### src/hw/wake_pkg.sv
// constants, types and helpers shared by both ends of the wake-up timer link
package wake_pkg;

  // system clock
  localparam int CLK_PERIOD_NS = 10;

  // low-frequency crystal and prescaler: 32768 / 1024 gives 32 ticks a second
  localparam int XTAL_HZ = 32768;
  localparam int PRESCALE_DIV = 1024;
  localparam int PRESC_W = 10;
  localparam int TICKS_PER_SECOND = XTAL_HZ / PRESCALE_DIV;

  // compare value and extension, fixed at build time
  localparam int COMPARE_W = 16;
  localparam logic [15:0] COMPARE_1S = 16'h0020;
  localparam logic [15:0] COMPARE_30MIN = 16'hE0FF;
  localparam int EXT_W = 8;
  localparam logic [7:0] EXTENSION_DEFAULT = 8'h01;

  // wake pulse width on the link
  localparam int PULSE_W = 4;
  localparam int WAKE_PULSE_NS = 40;
  localparam int WAKE_PULSE_CYCLES_RAW = (WAKE_PULSE_NS + CLK_PERIOD_NS - 1) / CLK_PERIOD_NS;
  localparam int WAKE_PULSE_CYCLES = (WAKE_PULSE_CYCLES_RAW < 1) ? 1 : WAKE_PULSE_CYCLES_RAW;

  // start request high time driven by the host
  localparam int START_HOLD_NS = 40;
  localparam int START_HOLD_CYCLES_RAW = (START_HOLD_NS + CLK_PERIOD_NS - 1) / CLK_PERIOD_NS;
  localparam int START_HOLD_CYCLES = (START_HOLD_CYCLES_RAW < 1) ? 1 : START_HOLD_CYCLES_RAW;

  // host register map over APB
  localparam int ADDR_W = 12;
  localparam int DATA_W = 32;
  localparam logic [11:0] CTRL_OFFSET = 12'h000;
  localparam logic [11:0] STATUS_OFFSET = 12'h004;
  localparam logic [11:0] WAKES_OFFSET = 12'h008;
  localparam int CTRL_START_BIT = 0;
  localparam int STAT_WAIT_BIT = 0;
  localparam int STAT_WOKE_BIT = 1;
  localparam int WAKES_W = 16;
  localparam int IGN_W = 8;

  typedef enum logic [1:0] {DEV_IDLE, DEV_COUNT, DEV_PULSE} dev_state_t;
  typedef enum logic [1:0] {HOST_IDLE, HOST_START, HOST_SLEEP} host_state_t;

  // low-to-high transition between two samples
  function automatic logic rose(input logic prev, input logic now);
    rose = now & ~prev;
  endfunction : rose

endpackage : wake_pkg

### src/hw/wake_link_if.sv
// two-line link between the host controller and the wake-up timer
`timescale 1ns/1ps
interface wake_link_if;
  logic start_req;
  logic wake_note;

  modport device
  (
    input start_req,
    output wake_note
  );

  modport host
  (
    output start_req,
    input wake_note
  );
endinterface : wake_link_if

### src/hw/wake_timer_dev.sv
// device end: fixed-interval wake-up timer started by the host
`timescale 1ns/1ps
module wake_timer_dev #(
  parameter logic [15:0] COMPARE_VALUE = wake_pkg::COMPARE_1S,
  parameter logic [7:0] EXTENSION = wake_pkg::EXTENSION_DEFAULT,
  parameter int PRESCALE = wake_pkg::PRESCALE_DIV
) (
  input wire logic pclk,
  input wire logic presetn,
  input wire logic low_freq_crystal_clock,
  wake_link_if.device link,
  output logic deep_sleep_state,
  output logic count_busy,
  output logic compare_hit,
  output logic [wake_pkg::IGN_W-1:0] ignored_starts
);
  import wake_pkg::*;

  localparam logic [PULSE_W-1:0] PULSE_LAST = PULSE_W'(WAKE_PULSE_CYCLES - 1);

  // ignored starts wrap instead of saturating; the count is a debug aid, never a limit
  function automatic logic [IGN_W-1:0] next_ignored(input logic [IGN_W-1:0] cnt);
    next_ignored = cnt + IGN_W'(1);
  endfunction : next_ignored

  // asleep means nothing but the start detector is live
  function automatic logic is_idle(input dev_state_t st);
    is_idle = (st == DEV_IDLE);
  endfunction : is_idle

  // a compare period ends on the tick that brings the counter up to the compare value
  function automatic logic period_done(input logic [COMPARE_W-1:0] next_cnt, input logic [COMPARE_W-1:0] cmp);
    period_done = (next_cnt == cmp);
  endfunction : period_done

  // all state of the device end except the prescaler's, which sits in u_presc
  typedef struct packed {
    dev_state_t state;
    logic start_prev;
    logic [COMPARE_W-1:0] wake_compare_value;
    logic [COMPARE_W-1:0] tick_cnt;
    logic [EXT_W-1:0] ext_cnt;
    logic [PULSE_W-1:0] pulse_cnt;
    logic wake;
    logic sleep;
    logic busy;
    logic hit;
    logic [IGN_W-1:0] ignored;
  } dev_t;

  dev_t s_q;
  dev_t s_d;
  logic tick;
  logic start_rose;
  logic [COMPARE_W-1:0] tick_next;

  // the prescaler only runs while counting, so every interval
  // starts on a fresh prescale boundary; the price is up to one
  // crystal edge of jitter on the first tick after the start
  // limitation: the crystal must toggle slower than half of pclk
  // crystal divide by 1024
  wake_prescaler #(
    .DIV(PRESCALE)
  ) u_presc (
    .pclk(pclk),
    .presetn(presetn),
    .clear(s_q.state != DEV_COUNT),
    .xtal(low_freq_crystal_clock),
    .tick(tick)
  );

  // start line is sampled every cycle; a rise is seen once and then forgotten
  // detect start edge
  assign start_rose = rose(s_q.start_prev, link.start_req);

  // 16-bit wrap lets a compare value of zero mean a full 65536-tick period
  // and keeps the adder the same width as the compare register
  assign tick_next = s_q.tick_cnt + COMPARE_W'(1);

  // interval sequencer
  // idle: waiting for a start rise, prescaler held clear
  // count: ticks run up to the compare value, then the extension count
  //   decides whether another compare period follows
  // pulse: wake line held high for a fixed width; starts still refused
  always_comb
  begin
    s_d = s_q;
    s_d.start_prev = link.start_req;
    s_d.hit = 1'b0;
    case (s_q.state)
      DEV_IDLE:
      begin
        // counters restart from zero so every interval has its full length
        // edge starts the count
        if (start_rose)
        begin
          s_d.state = DEV_COUNT;
          s_d.tick_cnt = '0;
          s_d.ext_cnt = '0;
        end
      end
      DEV_COUNT:
      begin
        // a refused start is counted and otherwise forgotten
        // edges during count dropped
        if (start_rose)
        begin
          s_d.ignored = next_ignored(s_q.ignored);
        end
        // one step per prescaler tick
        if (tick)
        begin
          if (period_done(tick_next, s_q.wake_compare_value))
          begin
            s_d.hit = 1'b1;
            s_d.tick_cnt = '0;
            if (s_q.ext_cnt == EXTENSION)
            begin
              s_d.state = DEV_PULSE;
              s_d.wake = 1'b1;
              s_d.pulse_cnt = '0;
            end
            else
            begin
              s_d.ext_cnt = s_q.ext_cnt + EXT_W'(1);
            end
          end
          else
          begin
            s_d.tick_cnt = tick_next;
          end
        end
      end
      DEV_PULSE:
      begin
        if (start_rose)
        begin
          s_d.ignored = next_ignored(s_q.ignored);
        end
        if (s_q.pulse_cnt == PULSE_LAST)
        begin
          s_d.wake = 1'b0;
          s_d.state = DEV_IDLE;
        end
        else
        begin
          s_d.pulse_cnt = s_q.pulse_cnt + PULSE_W'(1);
        end
      end
      // unused state code: fall back to idle with the wake line low
      default:
      begin
        s_d.state = DEV_IDLE;
        s_d.wake = 1'b0;
      end
    endcase
    s_d.sleep = is_idle(s_d.state);
    s_d.busy = !is_idle(s_d.state);
    s_d.wake_compare_value = s_q.wake_compare_value;
  end

  // compare value loads its build-time setting at reset and is held
  // sleep resets high so the device comes up in its idle state
  // build-time compare setting
  always_ff @(posedge pclk or negedge presetn)
  begin
    if (!presetn)
    begin
      s_q <= '0;
      s_q.state <= DEV_IDLE;
      s_q.sleep <= 1'b1;
      s_q.wake_compare_value <= COMPARE_VALUE;
    end
    else
    begin
      s_q <= s_d;
    end
  end

  // outputs straight from the state flops
  // wake is a level pulse, so the host must look for its rising edge
  // only two link lines
  assign link.wake_note = s_q.wake;
  assign deep_sleep_state = s_q.sleep;
  assign count_busy = s_q.busy;
  assign compare_hit = s_q.hit;
  assign ignored_starts = s_q.ignored;

endmodule : wake_timer_dev

### src/hw/wake_prescaler.sv
// divides sampled crystal edges down to one tick per prescale period
`timescale 1ns/1ps
module wake_prescaler #(
  parameter int DIV = wake_pkg::PRESCALE_DIV
) (
  input wire logic pclk,
  input wire logic presetn,
  input wire logic clear,
  input wire logic xtal,
  output logic tick
);
  import wake_pkg::*;

  typedef struct packed {
    logic xtal_prev;
    logic [PRESC_W-1:0] cnt;
    logic tick;
  } presc_t;

  localparam logic [PRESC_W-1:0] LAST = PRESC_W'(DIV - 1);

  presc_t s_q;
  presc_t s_d;

  // count rising crystal edges; clear keeps the phase aligned to the start edge
  always_comb
  begin
    s_d = s_q;
    s_d.tick = 1'b0;
    s_d.xtal_prev = xtal;
    if (clear)
    begin
      s_d.cnt = '0;
    end
    else if (rose(s_q.xtal_prev, xtal))
    begin
      if (s_q.cnt == LAST)
      begin
        s_d.cnt = '0;
        s_d.tick = 1'b1;
      end
      else
      begin
        s_d.cnt = s_q.cnt + PRESC_W'(1);
      end
    end
  end

  always_ff @(posedge pclk or negedge presetn)
  begin
    if (!presetn)
    begin
      s_q <= '0;
    end
    else
    begin
      s_q <= s_d;
    end
  end

  assign tick = s_q.tick;

endmodule : wake_prescaler

### src/flat_wrapper.sv
// flat-port wrapper written by rule: the top's interface ports become plain ports
module wake_timer_dev_flat import wake_pkg::*;
#(
  parameter logic [15:0] COMPARE_VALUE = wake_pkg::COMPARE_1S,
  parameter logic [7:0] EXTENSION = wake_pkg::EXTENSION_DEFAULT,
  parameter int PRESCALE = wake_pkg::PRESCALE_DIV
)
  (pclk, presetn, low_freq_crystal_clock, deep_sleep_state, count_busy, compare_hit, ignored_starts, link_start_req, link_wake_note);
  wake_link_if link_i ();
  input wire logic pclk;
  input wire logic presetn;
  input wire logic low_freq_crystal_clock;
  output logic deep_sleep_state;
  output logic count_busy;
  output logic compare_hit;
  output logic [wake_pkg::IGN_W-1:0] ignored_starts;
  input wire logic [$bits(link_i.start_req)-1:0] link_start_req;
  output wire logic [$bits(link_i.wake_note)-1:0] link_wake_note;
  assign link_i.start_req = link_start_req;
  assign link_wake_note = link_i.wake_note;
  wake_timer_dev #(.COMPARE_VALUE(COMPARE_VALUE), .EXTENSION(EXTENSION), .PRESCALE(PRESCALE)) u_core (.pclk(pclk), .presetn(presetn), .low_freq_crystal_clock(low_freq_crystal_clock), .link(link_i), .deep_sleep_state(deep_sleep_state), .count_busy(count_busy), .compare_hit(compare_hit), .ignored_starts(ignored_starts));
endmodule
### config.mk
export PLATFORM = sky130hd
export DESIGN_NAME = wake_timer_dev_flat
export DESIGN_NICKNAME = d
export VERILOG_FILES = /design/src/hw/wake_pkg.sv /design/src/hw/wake_link_if.sv /design/src/hw/wake_timer_dev.sv /design/src/hw/wake_prescaler.sv /design/src/flat_wrapper.sv
export SDC_FILE = /design/constraint.sdc
export NUM_CORES = 1
export LEC_CHECK = 0
export ABC_AREA = 0
export BUFFER_PORTS_ARGS = -buffer_cell sky130_fd_sc_hd__buf_2
export CAP_MARGIN = 40
export CELL_PAD_IN_SITES_DETAIL_PLACEMENT = 1
export CELL_PAD_IN_SITES_GLOBAL_PLACEMENT = 2
export CORE_ASPECT_RATIO = 1.5
export CORE_UTILIZATION = 35
export CTS_CLUSTER_SIZE = 24
export DETAILED_ROUTE_END_ITERATION = 8
export GPL_ROUTABILITY_DRIVEN = 0
export HOLD_SLACK_MARGIN = 0.03
export PLACE_DENSITY_LB_ADDON = 0.1
export SYNTH_ARGS = -nofsm -noshare
export SYNTH_HDL_FRONTEND = slang
export SYNTH_HIERARCHICAL = 1
export SYNTH_SLANG_ARGS = --single-unit
### constraint.sdc
create_clock -name pclk -period 2.6 [get_ports pclk]
set_clock_uncertainty 0.05 [all_clocks]
set_input_delay 0 -clock pclk [delete_from_list [all_inputs] [get_ports pclk]]
set_output_delay 0 -clock pclk [all_outputs]
set_load 0.1 [all_outputs]
==> results of run 1 <==
logic make-up (layout without fill, tap and decap cells):
| logic type | Yosys count | in the layout | synth area share [%] |
|---|---|---|---|
| DFF | 55 | 55 | 41.7 |
| muxes | 8 | 8 | 2.61 |
| buffers and inverters | 34 | 62 | 5.68 |
| xor gates and xnor gates | 16 | 16 | 4.24 |
| adders and majority gates | 10 | 10 | 3.79 |
| and+or+nand+nor | 161 | 161 | 26.3 |
| AOI/OAI and AO/OA | 76 | 76 | 15.7 |
worst max path at each step:
| stage | from | endpoint | slack, ps | cells past startpoint |
|---|---|---|---|---|
| finish | u_core/s_q[24]$_DFFE_PN0P_ | u_core/s_q[23]$_DFFE_PN0P_ | 120 | 9 |
| global route | u_core/s_q[24]$_DFFE_PN0P_ | u_core/s_q[12]$_DFFE_PN0P_ | 20 | 8 |
| CTS | u_core/s_q[24]$_DFFE_PN0P_ | u_core/s_q[23]$_DFFE_PN0P_ | 0.3 | 9 |
| detailed placement | u_core/s_q[24]$_DFFE_PN0P_ | u_core/s_q[23]$_DFFE_PN0P_ | 20 | 9 |
| global placement | u_core/s_q[24]$_DFFE_PN0P_ | u_core/s_q[23]$_DFFE_PN0P_ | 70 | 9 |
| floorplan | u_core/s_q[24]$_DFFE_PN0P_ | u_core/s_q[12]$_DFFE_PN0P_ | 120 | 9 |
cell usage after synthesis, types with 3 or more instances:
| master | n |
|---|---|
| nor4_1 | 7 |
| o21ai_0 | 24 |
| nand3_1 | 21 |
| a21oi_1 | 12 |
| nand2b_1 | 7 |
| ha_1 | 10 |
| a211oi_1 | 3 |
| or3_1 | 5 |
| a31oi_1 | 6 |
| xor2_1 | 3 |
| nor3_1 | 7 |
| o31ai_1 | 6 |
| clkbuf_1 | 8 |
| and3_1 | 9 |
| dfrtp_1 | 54 |
| buf_2 | 5 |
| nand4_1 | 12 |
| or4_1 | 3 |
| buf_6 | 3 |
| nand2_1 | 36 |
| inv_1 | 8 |
| xnor2_1 | 13 |
| nor2b_1 | 5 |
| mux2i_1 | 6 |
| buf_4 | 8 |
| nor2_1 | 28 |
| and2_1 | 5 |
layout make-up:
| class | instances | area, µm² | share of cell area (%) |
|---|---|---|---|
| clock inverters | 2 | 16.3 | 0.431 |
| inverters | 8 | 30.0 | 0.796 |
| flip-flops and latches | 55 | 1380 | 36.5 |
| clock buffers | 6 | 139 | 3.68 |
| well taps | 112 | 140 | 3.71 |
| repair buffers | 46 | 315 | 8.36 |
| multi-input cells | 271 | 1760 | 46.5 |
flip-flops by register name, summed over array words and instances, names as in the netlist:
| name | count |
|---|---|
| u_core/link.wake_note | 1 |
| u_core/s_q | 31 |
| u_core/compare_hit | 1 |
| u_core/deep_sleep_state | 1 |
| u_core/ignored_starts | 8 |
| u_core/u_presc/s_q | 11 |
| u_core/count_busy | 1 |
| u_core/u_presc/tick | 1 |
worst register-to-register path, delay by kind of cell (launching register included):
kind	cells	cell delay [ps]
buf+inv	1	150
fa+ha+maj	1	220
flops	1	400
compound gates	3	640
simple gates	4	890
power groups by stage:
stage	logic, mW	clock network, mW	registers, mW
after floorplan	1.00	0	1.28
after global placement	1.42	0	1.22
after detailed placement	1.44	0	1.22
after CTS	1.45	0.743	1.21
after global routing	1.58	0.777	1.23
final	1.45	0.712	1.21
placed cells by master (no fill, tap or decap), types with 7 or more instances in the layout:
cell type  synthesis  final
buf_2              5     15
nand2_1           36     36
nor4_1             7      7
buf_4              8     28
nand3_1           21     21
xnor2_1           13     13
a21oi_1           12     12
nand2b_1           7      7
nor2_1            28     28
nand4_1           12     12
nor3_1             7      7
o21ai_0           24     24
inv_1              8      8
and3_1             9      9
ha_1              10      9
dfrtp_1           54     54
layer usage:
layer / part of all wire, % / vias up
met3: 1.6 / 16
li1: - / 1348
met1: 42 / 1372
met5: 0 / -
met4: 2.5 / 0
met2: 54 / 29
metrics by stage:
stage	setup WS, ps	power, mW	hold slack (ps)
after floorplan	120	2.28	-346
after global placement	65.9	2.64	70.6
after detailed placement	24.0	2.66	73.5
after CTS	0.287	3.40	299
after global routing	15.9	3.60	323
final	117	3.37	314
repair_timing:
item	CTS	global route
hold buffers	3	0
gates resized for setup	0	5
setup endpoints to repair	0	18
setup buffers	0	1
endpoints found under the hold margin	56	0
==> impl_metrics.yaml, run 1 <==
status:
  outcome: "finished, final reports clean"
setup_path:
  cp-start-kind: "register"
  crit_path_max_fanout: 4
  worstRegToRegCells: 9
  path_class: "reg2reg"
  worstPathBufferInverterCount: 1
  crit_required_ps: 2720
  reg2reg_to: "u_core/s_q[23]$_DFFE_PN0P_"
  path_delay_family: "simple AND/OR/NAND/NOR gates"
  critical_path_arrival_ps: 2610
  max_incr_delay_on_cp_ps: 530
  reg2reg_setup_slack_ps: 120
  timing.rr.start: "u_core/s_q[24]$_DFFE_PN0P_"
  end_kind: "register"
  ordered_cell_list_for_the_critical_path: "ha_2 -> and4_1 -> a211o_1 -> a221oi_2 -> buf_4 -> nand2_1 -> or4_4 -> nand3_1 -> o211ai_1"
  critical_path.slowest_cell: "or4_4"
sta:
  finalWorstPathRequiredPeriod_ps: 2480
  drv_slew: 0
  max_slew_margin_pct: 50.8
  finalCritPeriodShare_pct: 95.5
  timing.fmax_mhz: 403
  timing_hold_violations_final: 0
  worst_pin_slew_ps: 738
  final.setup.tns_ps: 0
  rsz_0062_raised_after_global_routing: "no"
  setup_viol: 0
die:
  die_area_um2: 9840
  die_wd_um: 81.3
  die_h_um: 121
  core-area_um2: 9200
  floorplan.rows: 43
  num_io_pins: 16
  initial_utilization_pct: 35.9
pwr:
  power_density_nw_per_um2: 893
  p_leak_nw: 1.60
  share_clk_of_total_power_pct: 21.1
  sequentialPowerShare_pct: 35.8
  power_switching_mw: 1.52
  swShare_pct: 45.2
  p_int_mw: 1.85
  power.share.combinational_pct: 43.0
  vdd_drop_max_mv: 0.373
clock_network:
  clock_sink_count: 55
  tritoncts: "done"
  clk_latency_ps: 300
  cts.htree.levels: 2
  cts_buffer_count: 5
  root_buffer: "clkbuf_16"
  cts_max_path_buffers: 2
  clkSlewWorstSetupHoldPaths_ps: 70
grt:
  gr-usage-met2_pct: 34.7
  grt_util_all_layers_pct: 19.2
  antenna_found_initial: 0
  grt_start_max_net_pins: 56
  grt_use_met1_pct: 22.2
  overflow: 0
  grt_util_met3_pct: 2.48
  grt_first_pass_wirelength_um: 14400
  grt_pass1_vias: 2881
  globalRoute.busiestLayer: "met2"
synthesis:
  yosysTopAreaCellShare_pct: 40.9
  synthesized_flop_and_latch_total: 55
  synth-main-ff-cell: "dfrtp_1"
  yosysTopAreaCell: "dfrtp_1"
  top_cells_by_area_synth: "dfrtp_1 41%, nand2_1 4.1%, ha_1 3.8%, o21ai_0 3.6%, xnor2_1 3.4%"
  syn_avg_cell_area_um2: 9.18
  async_reset_ff_share_pct: 100
  synth-seq-area-share_pct: 41.7
  mappedNetlistNets: 374
  synth_enable_flop_cells: 0
  synth.distinct_cells: 67
  post_synth_instance_area_um2: 3300
  synth-warning-count: 6
  synthCells: 360
routing:
  drc_errors: 0
  drt-wirelength-per-cell_um: 17.1
  tritonroute_pass_1_iters: 4
  vias: 2765
  drt_wl_total_um: 8570
  ant_nets: 0
  drt_first_iter_violations: 86
  vias_per_cell: 5.53
finish:
  drive_above_1_share_pct: 18.3
  finish.net_count: 401
  final_design_utilization_pct: 41.0
  antenna_cells_inserted: 0
  nFillCells: 1067
  postLayoutCellArea_um2: 3770
  instances_no_fill: 500
  syn_to_final_growth_pct: 14.2
hold_path:
  min_path_cells: 2
  hold_path_start: "link_start_req"
  timing.hold.worst.class: "in2reg"
  holdPathEnd: "u_core/s_q[56]$_DFF_PN0_"
placed_design:
  dp.final_hpwl_um: 6300
  place.port_buffers: 15
  total_placed_instance_area_um2: 3560
  place_inst: 488
run:
  max_cap_viol_count: 0
Note: power is estimated with default switching activity, not from simulation.
==> run 2, diff against run 1 <==
--- a/config.mk
+++ b/config.mk
@@ -6,7 +6,7 @@
 export NUM_CORES = 1
 export LEC_CHECK = 0
 export ABC_AREA = 0
-export BUFFER_PORTS_ARGS = -buffer_cell sky130_fd_sc_hd__buf_2
+export BUFFER_PORTS_ARGS = -buffer_cell sky130_fd_sc_hd__clkbuf_2
 export CAP_MARGIN = 40
 export CELL_PAD_IN_SITES_DETAIL_PLACEMENT = 1
 export CELL_PAD_IN_SITES_GLOBAL_PLACEMENT = 2
==> constraint.sdc (replaced) <==
create_clock -name pclk -period 2.6 [get_ports pclk]
set_clock_uncertainty 0.05 [all_clocks]
set_input_delay 0.13 -clock pclk [delete_from_list [all_inputs] [get_ports pclk]]
set_output_delay 0.13 -clock pclk [all_outputs]
set_load 0.1 [all_outputs]
==> run 2 against run 1 <==
  * Sequential power about the same
  * Sequential share of layout area down 0.62 points
  * Fmax up 0.40%
  * Worst setup slack improved by 9.9 ps
  * Largest power group unchanged
  * Cell area up 2.2%
  * Clock-buffer cell count down 1
==> impl_metrics.yaml, run 2 (synthesis gave the netlist of run 1 again) <==
pwr:
  sequentialPowerShare_pct: 35.5
  p_int_mw: 1.84
  power_switching_mw: 1.53
  p_leak_nw: 1.64
  power_density_nw_per_um2: 875
  power.share.combinational_pct: 43.7
  vdd_drop_max_mv: 0.390
  swShare_pct: 45.4
  share_clk_of_total_power_pct: 20.8
clock_network:
  tritoncts: "done"
  cts.htree.levels: 2
  cts_buffer_count: 5
  clkSlewWorstSetupHoldPaths_ps: 80
  cts_max_path_buffers: 2
  clk_latency_ps: 300
  root_buffer: "clkbuf_16"
  clock_sink_count: 55
finish:
  drive_above_1_share_pct: 22.7
  nFillCells: 1050
  number_of_flip_flops_under_the_largest_register_name: 31
  antenna_cells_inserted: 0
  finish.net_count: 410
  layout.cells.most_common_list: "49 x dfrtp_1, 37 x buf_4, 35 x nand2_1, 28 x nor2_1, 23 x o21ai_0"
  final_common_cell: "dfrtp_1"
  regMostFlops: "u_core/s_q"
  syn_to_final_growth_pct: 16.7
die:
  die_area_um2: 9840
  die_wd_um: 81.3
  die_h_um: 121
  core-area_um2: 9200
  initial_utilization_pct: 35.9
  num_io_pins: 16
  floorplan.rows: 43
setup_path:
  critical_path_arrival_ps: 2610
  worstPathBufferInverterCount: 3
  critical_path.slowest_cell: "or3_4"
  path_delay_family: "compound AO/OA/AOI/OAI gates"
  max_incr_delay_on_cp_ps: 370
  crit_required_ps: 2740
  path_class: "reg2reg"
  reg2reg_setup_slack_ps: 130
  dominant_cell_type_by_count_on_the_critical_path: "buf_4"
  cp-start-kind: "register"
  crit_path_max_fanout: 7
  ordered_cell_list_for_the_critical_path: "buf_4 -> nand3_2 -> buf_4 -> or3_4 -> o21ai_2 -> and3b_2 -> buf_4 -> a31o_4 -> o21ai_1 -> a221o_1"
  worstRegToRegCells: 10
  end_kind: "register"
  timing.rr.start: "u_core/s_q[24]$_DFFE_PN0P_"
  reg2reg_to: "u_core/s_q[15]$_DFFE_PN0P_"
placed_design:
  place.port_buffers: 15
  detailedPlace.worstSlack_ps: 51.2
  dp.final_hpwl_um: 6740
sta:
  max_slew_margin_pct: 61.5
  finalWorstPathRequiredPeriod_ps: 2470
  final.setup.tns_ps: 0
  rsz_0062_raised_after_global_routing: "no"
  timing_hold_violations_final: 0
  final_critical_path_setup_slack_ps: 127
  drv_slew: 0
  setup_viol: 0
  worst_pin_slew_ps: 578
  timing.fmax_mhz: 404
  finalCritPeriodShare_pct: 95.1
grt:
  grt_pass1_vias: 3054
  grt_util_all_layers_pct: 20.0
  grt_first_pass_wirelength_um: 14900
  antenna_found_initial: 0
  grt_start_max_net_pins: 22
  overflow: 0
routing:
  drt_wl_total_um: 8840
  ant_nets: 0
  drc_errors: 0
  tritonroute_pass_1_iters: 4
  vias_per_cell: 5.53
  drt_first_iter_violations: 87
  vias: 2817
  drt-wirelength-per-cell_um: 17.4
run:
  max_cap_viol_count: 0
hold_path:
  timing.hold.worst.class: "in2async"
status:
  outcome: "finished, final reports clean"
run 2: layer usage:
metal	global-route usage [%]	up-vias	wire (µm)	share of wire, %
met5	0	-	0	0
met4	8.04	0	184	2.1
met3	2.48	12	117	1.3
met2	37.4	27	4920	56
met1	22.0	1412	3610	41
li1	-	1366	-	-
run 2: worst max-delay path by stage:
stage	startpoint	end	slack, ps	cells past startpoint
6_report	u_core/s_q[24]$_DFFE_PN0P_	u_core/s_q[15]$_DFFE_PN0P_	130	10
3_3_place_gp	u_core/s_q[24]$_DFFE_PN0P_	u_core/s_q[32]$_DFFE_PN0P_	100	10
5_1_grt	u_core/s_q[25]$_DFFE_PN0P_	u_core/s_q[15]$_DFFE_PN0P_	20	10
3_5_place_dp	u_core/s_q[25]$_DFFE_PN0P_	u_core/s_q[32]$_DFFE_PN0P_	50	10
4_1_cts	u_core/s_q[25]$_DFFE_PN0P_	u_core/s_q[32]$_DFFE_PN0P_	6	10
2_1_floorplan	u_core/s_q[24]$_DFFE_PN0P_	u_core/s_q[12]$_DFFE_PN0P_	120	9
run 2: power groups by stage:
stage	logic, mW	registers (mW)	clock network, mW
floorplan	1.00	1.28	0
global placement	1.43	1.20	0
detailed placement	1.46	1.21	0
CTS	1.47	1.20	0.723
global route	1.63	1.23	0.759
finish	1.47	1.20	0.703
run 2: layout make-up:
cell class	instances	area [µm²]	area share, %
clock inverters	3	22.5	0.584
inverters	8	30.0	0.779
flip-flops and latches	55	1380	35.9
well taps	112	140	3.63
repair buffers	55	383	9.93
multi-input cells	271	1770	45.9
clock buffers	5	125	3.24
run 2: per-stage QoR:
step | instance area, µm² | power (mW) | instances | hold slack [ps] | util, %
floorplan | 3300 | 2.28 | 360 | -216 | -
global route | 3860 | 3.61 | 509 | 351 | 41.9
global placement | 3610 | 2.63 | 494 | 104 | 39.2
CTS | 3790 | 3.39 | 505 | 323 | 41.2
finish | 3860 | 3.38 | 509 | 303 | 41.9
detailed placement | 3610 | 2.68 | 494 | 108 | 39.2
run 2: timing repair:
action | 4_1_cts | 5_1_grt
hold buffers | 3 | 0
hold endpoints to repair | 21 | 0
resized for setup | 0 | 15
buffers inserted | 0 | 4
endpoints found under the setup margin | 0 | 21
==> run 3, diff against run 2 <==
--- a/config.mk
+++ b/config.mk
@@ -10,7 +10,6 @@
 export CAP_MARGIN = 40
 export CELL_PAD_IN_SITES_DETAIL_PLACEMENT = 1
 export CELL_PAD_IN_SITES_GLOBAL_PLACEMENT = 2
-export CORE_ASPECT_RATIO = 1.5
 export CORE_UTILIZATION = 35
 export CTS_CLUSTER_SIZE = 24
 export DETAILED_ROUTE_END_ITERATION = 8
==> run 3 against run 2 <==
  * Final cell count shrank 0.98%
  * Global-route usage shrank 1.7 points
  * Non-clock buffer count decreased by 4
  * Sequential share of layout area is 0.61 points higher
  * Power down 5.0%
  * Sequential power hardly changed
  * Critical path type unchanged
==> impl_metrics.yaml, run 3 (synthesis gave the netlist of run 1 again) <==
status:
  outcome: "finished, final reports clean"
routing:
  drt_first_iter_violations: 102
  vias_per_cell: 5.46
  drc_errors: 0
  tritonroute_pass_1_iters: 4
  ant_nets: 0
  vias: 2753
  drt-wirelength-per-cell_um: 16.6
  drt_wl_total_um: 8350
setup_path:
  critical_path_arrival_ps: 2630
  crit_path_max_fanout: 7
  cp-start-kind: "register"
  max_incr_delay_on_cp_ps: 530
  end_kind: "register"
  worstPathBufferInverterCount: 2
  critical_path.slowest_cell: "or4_4"
  path_delay_family: "simple AND/OR/NAND/NOR gates"
  ordered_cell_list_for_the_critical_path: "buf_4 -> nand3_4 -> or3_4 -> a221oi_4 -> buf_4 -> nand2_1 -> or4_4 -> nand3_1 -> o211ai_1"
  path_class: "reg2reg"
  reg2reg_setup_slack_ps: 130
  crit_required_ps: 2760
  dominant_cell_type_by_count_on_the_critical_path: "buf_4"
pwr:
  design_power_total_mw: 3.21
  vdd_drop_max_mv: 0.324
  power_density_nw_per_um2: 848
  p_leak_nw: 1.60
  p_int_mw: 1.68
  sequentialPowerShare_pct: 37.4
  power_switching_mw: 1.52
  power.share.combinational_pct: 46.7
  swShare_pct: 47.5
  share_clk_of_total_power_pct: 15.9
placed_design:
  dp.final_hpwl_um: 6170
  place_inst: 491
  total_placed_instance_area_um2: 3590
  place.port_buffers: 15
die:
  die_h_um: 99.2
  die_wd_um: 99.2
  num_io_pins: 16
  core-area_um2: 9200
  initial_utilization_pct: 35.9
  floorplan.rows: 35
  die_area_um2: 9830
clock_network:
  tritoncts: "done"
  clk_latency_ps: 320
  cts_max_path_buffers: 2
  cts.htree.levels: 2
  clock_sink_count: 55
  clkSlewWorstSetupHoldPaths_ps: 110
  root_buffer: "clkbuf_8"
  cts_buffer_count: 5
finish:
  postLayoutCellArea_um2: 3780
  instances_no_fill: 504
  number_of_flip_flops_under_the_largest_register_name: 31
  regMostFlops: "u_core/s_q"
  antenna_cells_inserted: 0
  final_common_cell: "dfrtp_1"
  finish.net_count: 406
  final_design_utilization_pct: 41.2
  nFillCells: 1075
  syn_to_final_growth_pct: 14.5
  layout.cells.most_common_list: "51 x dfrtp_1, 36 x nand2_1, 33 x buf_4, 28 x nor2_1, 23 x o21ai_0"
  drive_above_1_share_pct: 20.6
grt:
  overflow: 0
  grt_start_max_net_pins: 37
  grt_util_all_layers_pct: 18.3
  antenna_found_initial: 0
  grt_first_pass_wirelength_um: 14300
  grt_pass1_vias: 2800
sta:
  drv_slew: 0
  setup_viol: 0
  timing.fmax_mhz: 405
  timing_hold_violations_final: 0
  rsz_0062_raised_after_global_routing: "no"
  worst_pin_slew_ps: 553
  finalWorstPathRequiredPeriod_ps: 2470
  finalCritPeriodShare_pct: 94.9
  final.setup.tns_ps: 0
  max_slew_margin_pct: 63.3
hold_path:
  timing.hold.worst.class: "in2async"
run:
  max_cap_viol_count: 0
## run 3: changes by cell type in the layout (fill, tap and decap cells not counted), moves of 2 or more
cell and delta:
buf_4 -4, clkbuf_8 +5, nand3_2 -2, dfrtp_1 +2
dfrtp_2 -2, clkbuf_16 -5
## run 3: final timing paths
kind                                                              to  cells past startpoint                                 start
worst min register to register  u_core/ignored_starts[7]$_DFFE_PN0P_                      1  u_core/ignored_starts[7]$_DFFE_PN0P_
max in group asynchronous          u_core/deep_sleep_state$_DFF_PN1_                      3                               presetn
worst min-delay path                      u_core/s_q[35]$_DFFE_PN0P_                      3                               presetn
worst max-delay path                      u_core/s_q[23]$_DFFE_PN0P_                      9            u_core/s_q[24]$_DFFE_PN0P_
worst max register to register            u_core/s_q[23]$_DFFE_PN0P_                      9            u_core/s_q[24]$_DFFE_PN0P_
min in group pclk                           u_core/s_q[56]$_DFF_PN0_                      2                        link_start_req
## run 3: cell type report
cell class                 count  area, µm²  area share (%)
clock buffer                   5       68.8            1.82
inverter                       8       30.0           0.793
multi-input combinational    271       1790            47.2
clock inverter                 3       25.0           0.661
sequential                    55       1380            36.5
tap                          111        139            3.67
timing repair buffer          51        353            9.32
## run 3: per-layer routing
layer  GRT usage [%]  wire [µm]  part of all wire, %  vias up
met1            26.6       4440                   53     1366
li1                -          -                    -     1361
met2            28.9       3710                   44       22
met4            4.19         55                 0.66        0
met3            2.74        142                  1.7        4
met5               0          0                    0        -
## run 3: power by group through the flow
stage	Combinational (mW)	Clock [mW]	Sequential, mW
floorplan	1.00	0	1.28
global placement	1.46	0	1.20
detailed placement	1.48	0	1.21
CTS	1.49	0.539	1.19
global route	1.66	0.560	1.23
finish	1.50	0.510	1.20
## run 3: worst register-to-register path: cells and delay by family (launching register included)
family	cells	cell delay [ps]
flops	1	400
simple gates	5	1200
buf+inv	2	320
compound gates	2	390
## run 3: timing repair
action / CTS / global route
setup buffers: 0 / 2
resized for setup: 0 / 14
endpoints found under the hold margin: 56 / 0
endpoints found under the setup margin: 0 / 22
hold buffers: 3 / 0
## run 3: metrics by stage
stage / setup WS [ps] / hold WS, ps
final: 131 / 262
after detailed placement: 22.3 / 80.1
after floorplan: 120 / -216
after CTS: 10.8 / 265
after global routing: 1.99 / 297
after global placement: 104 / 79.8
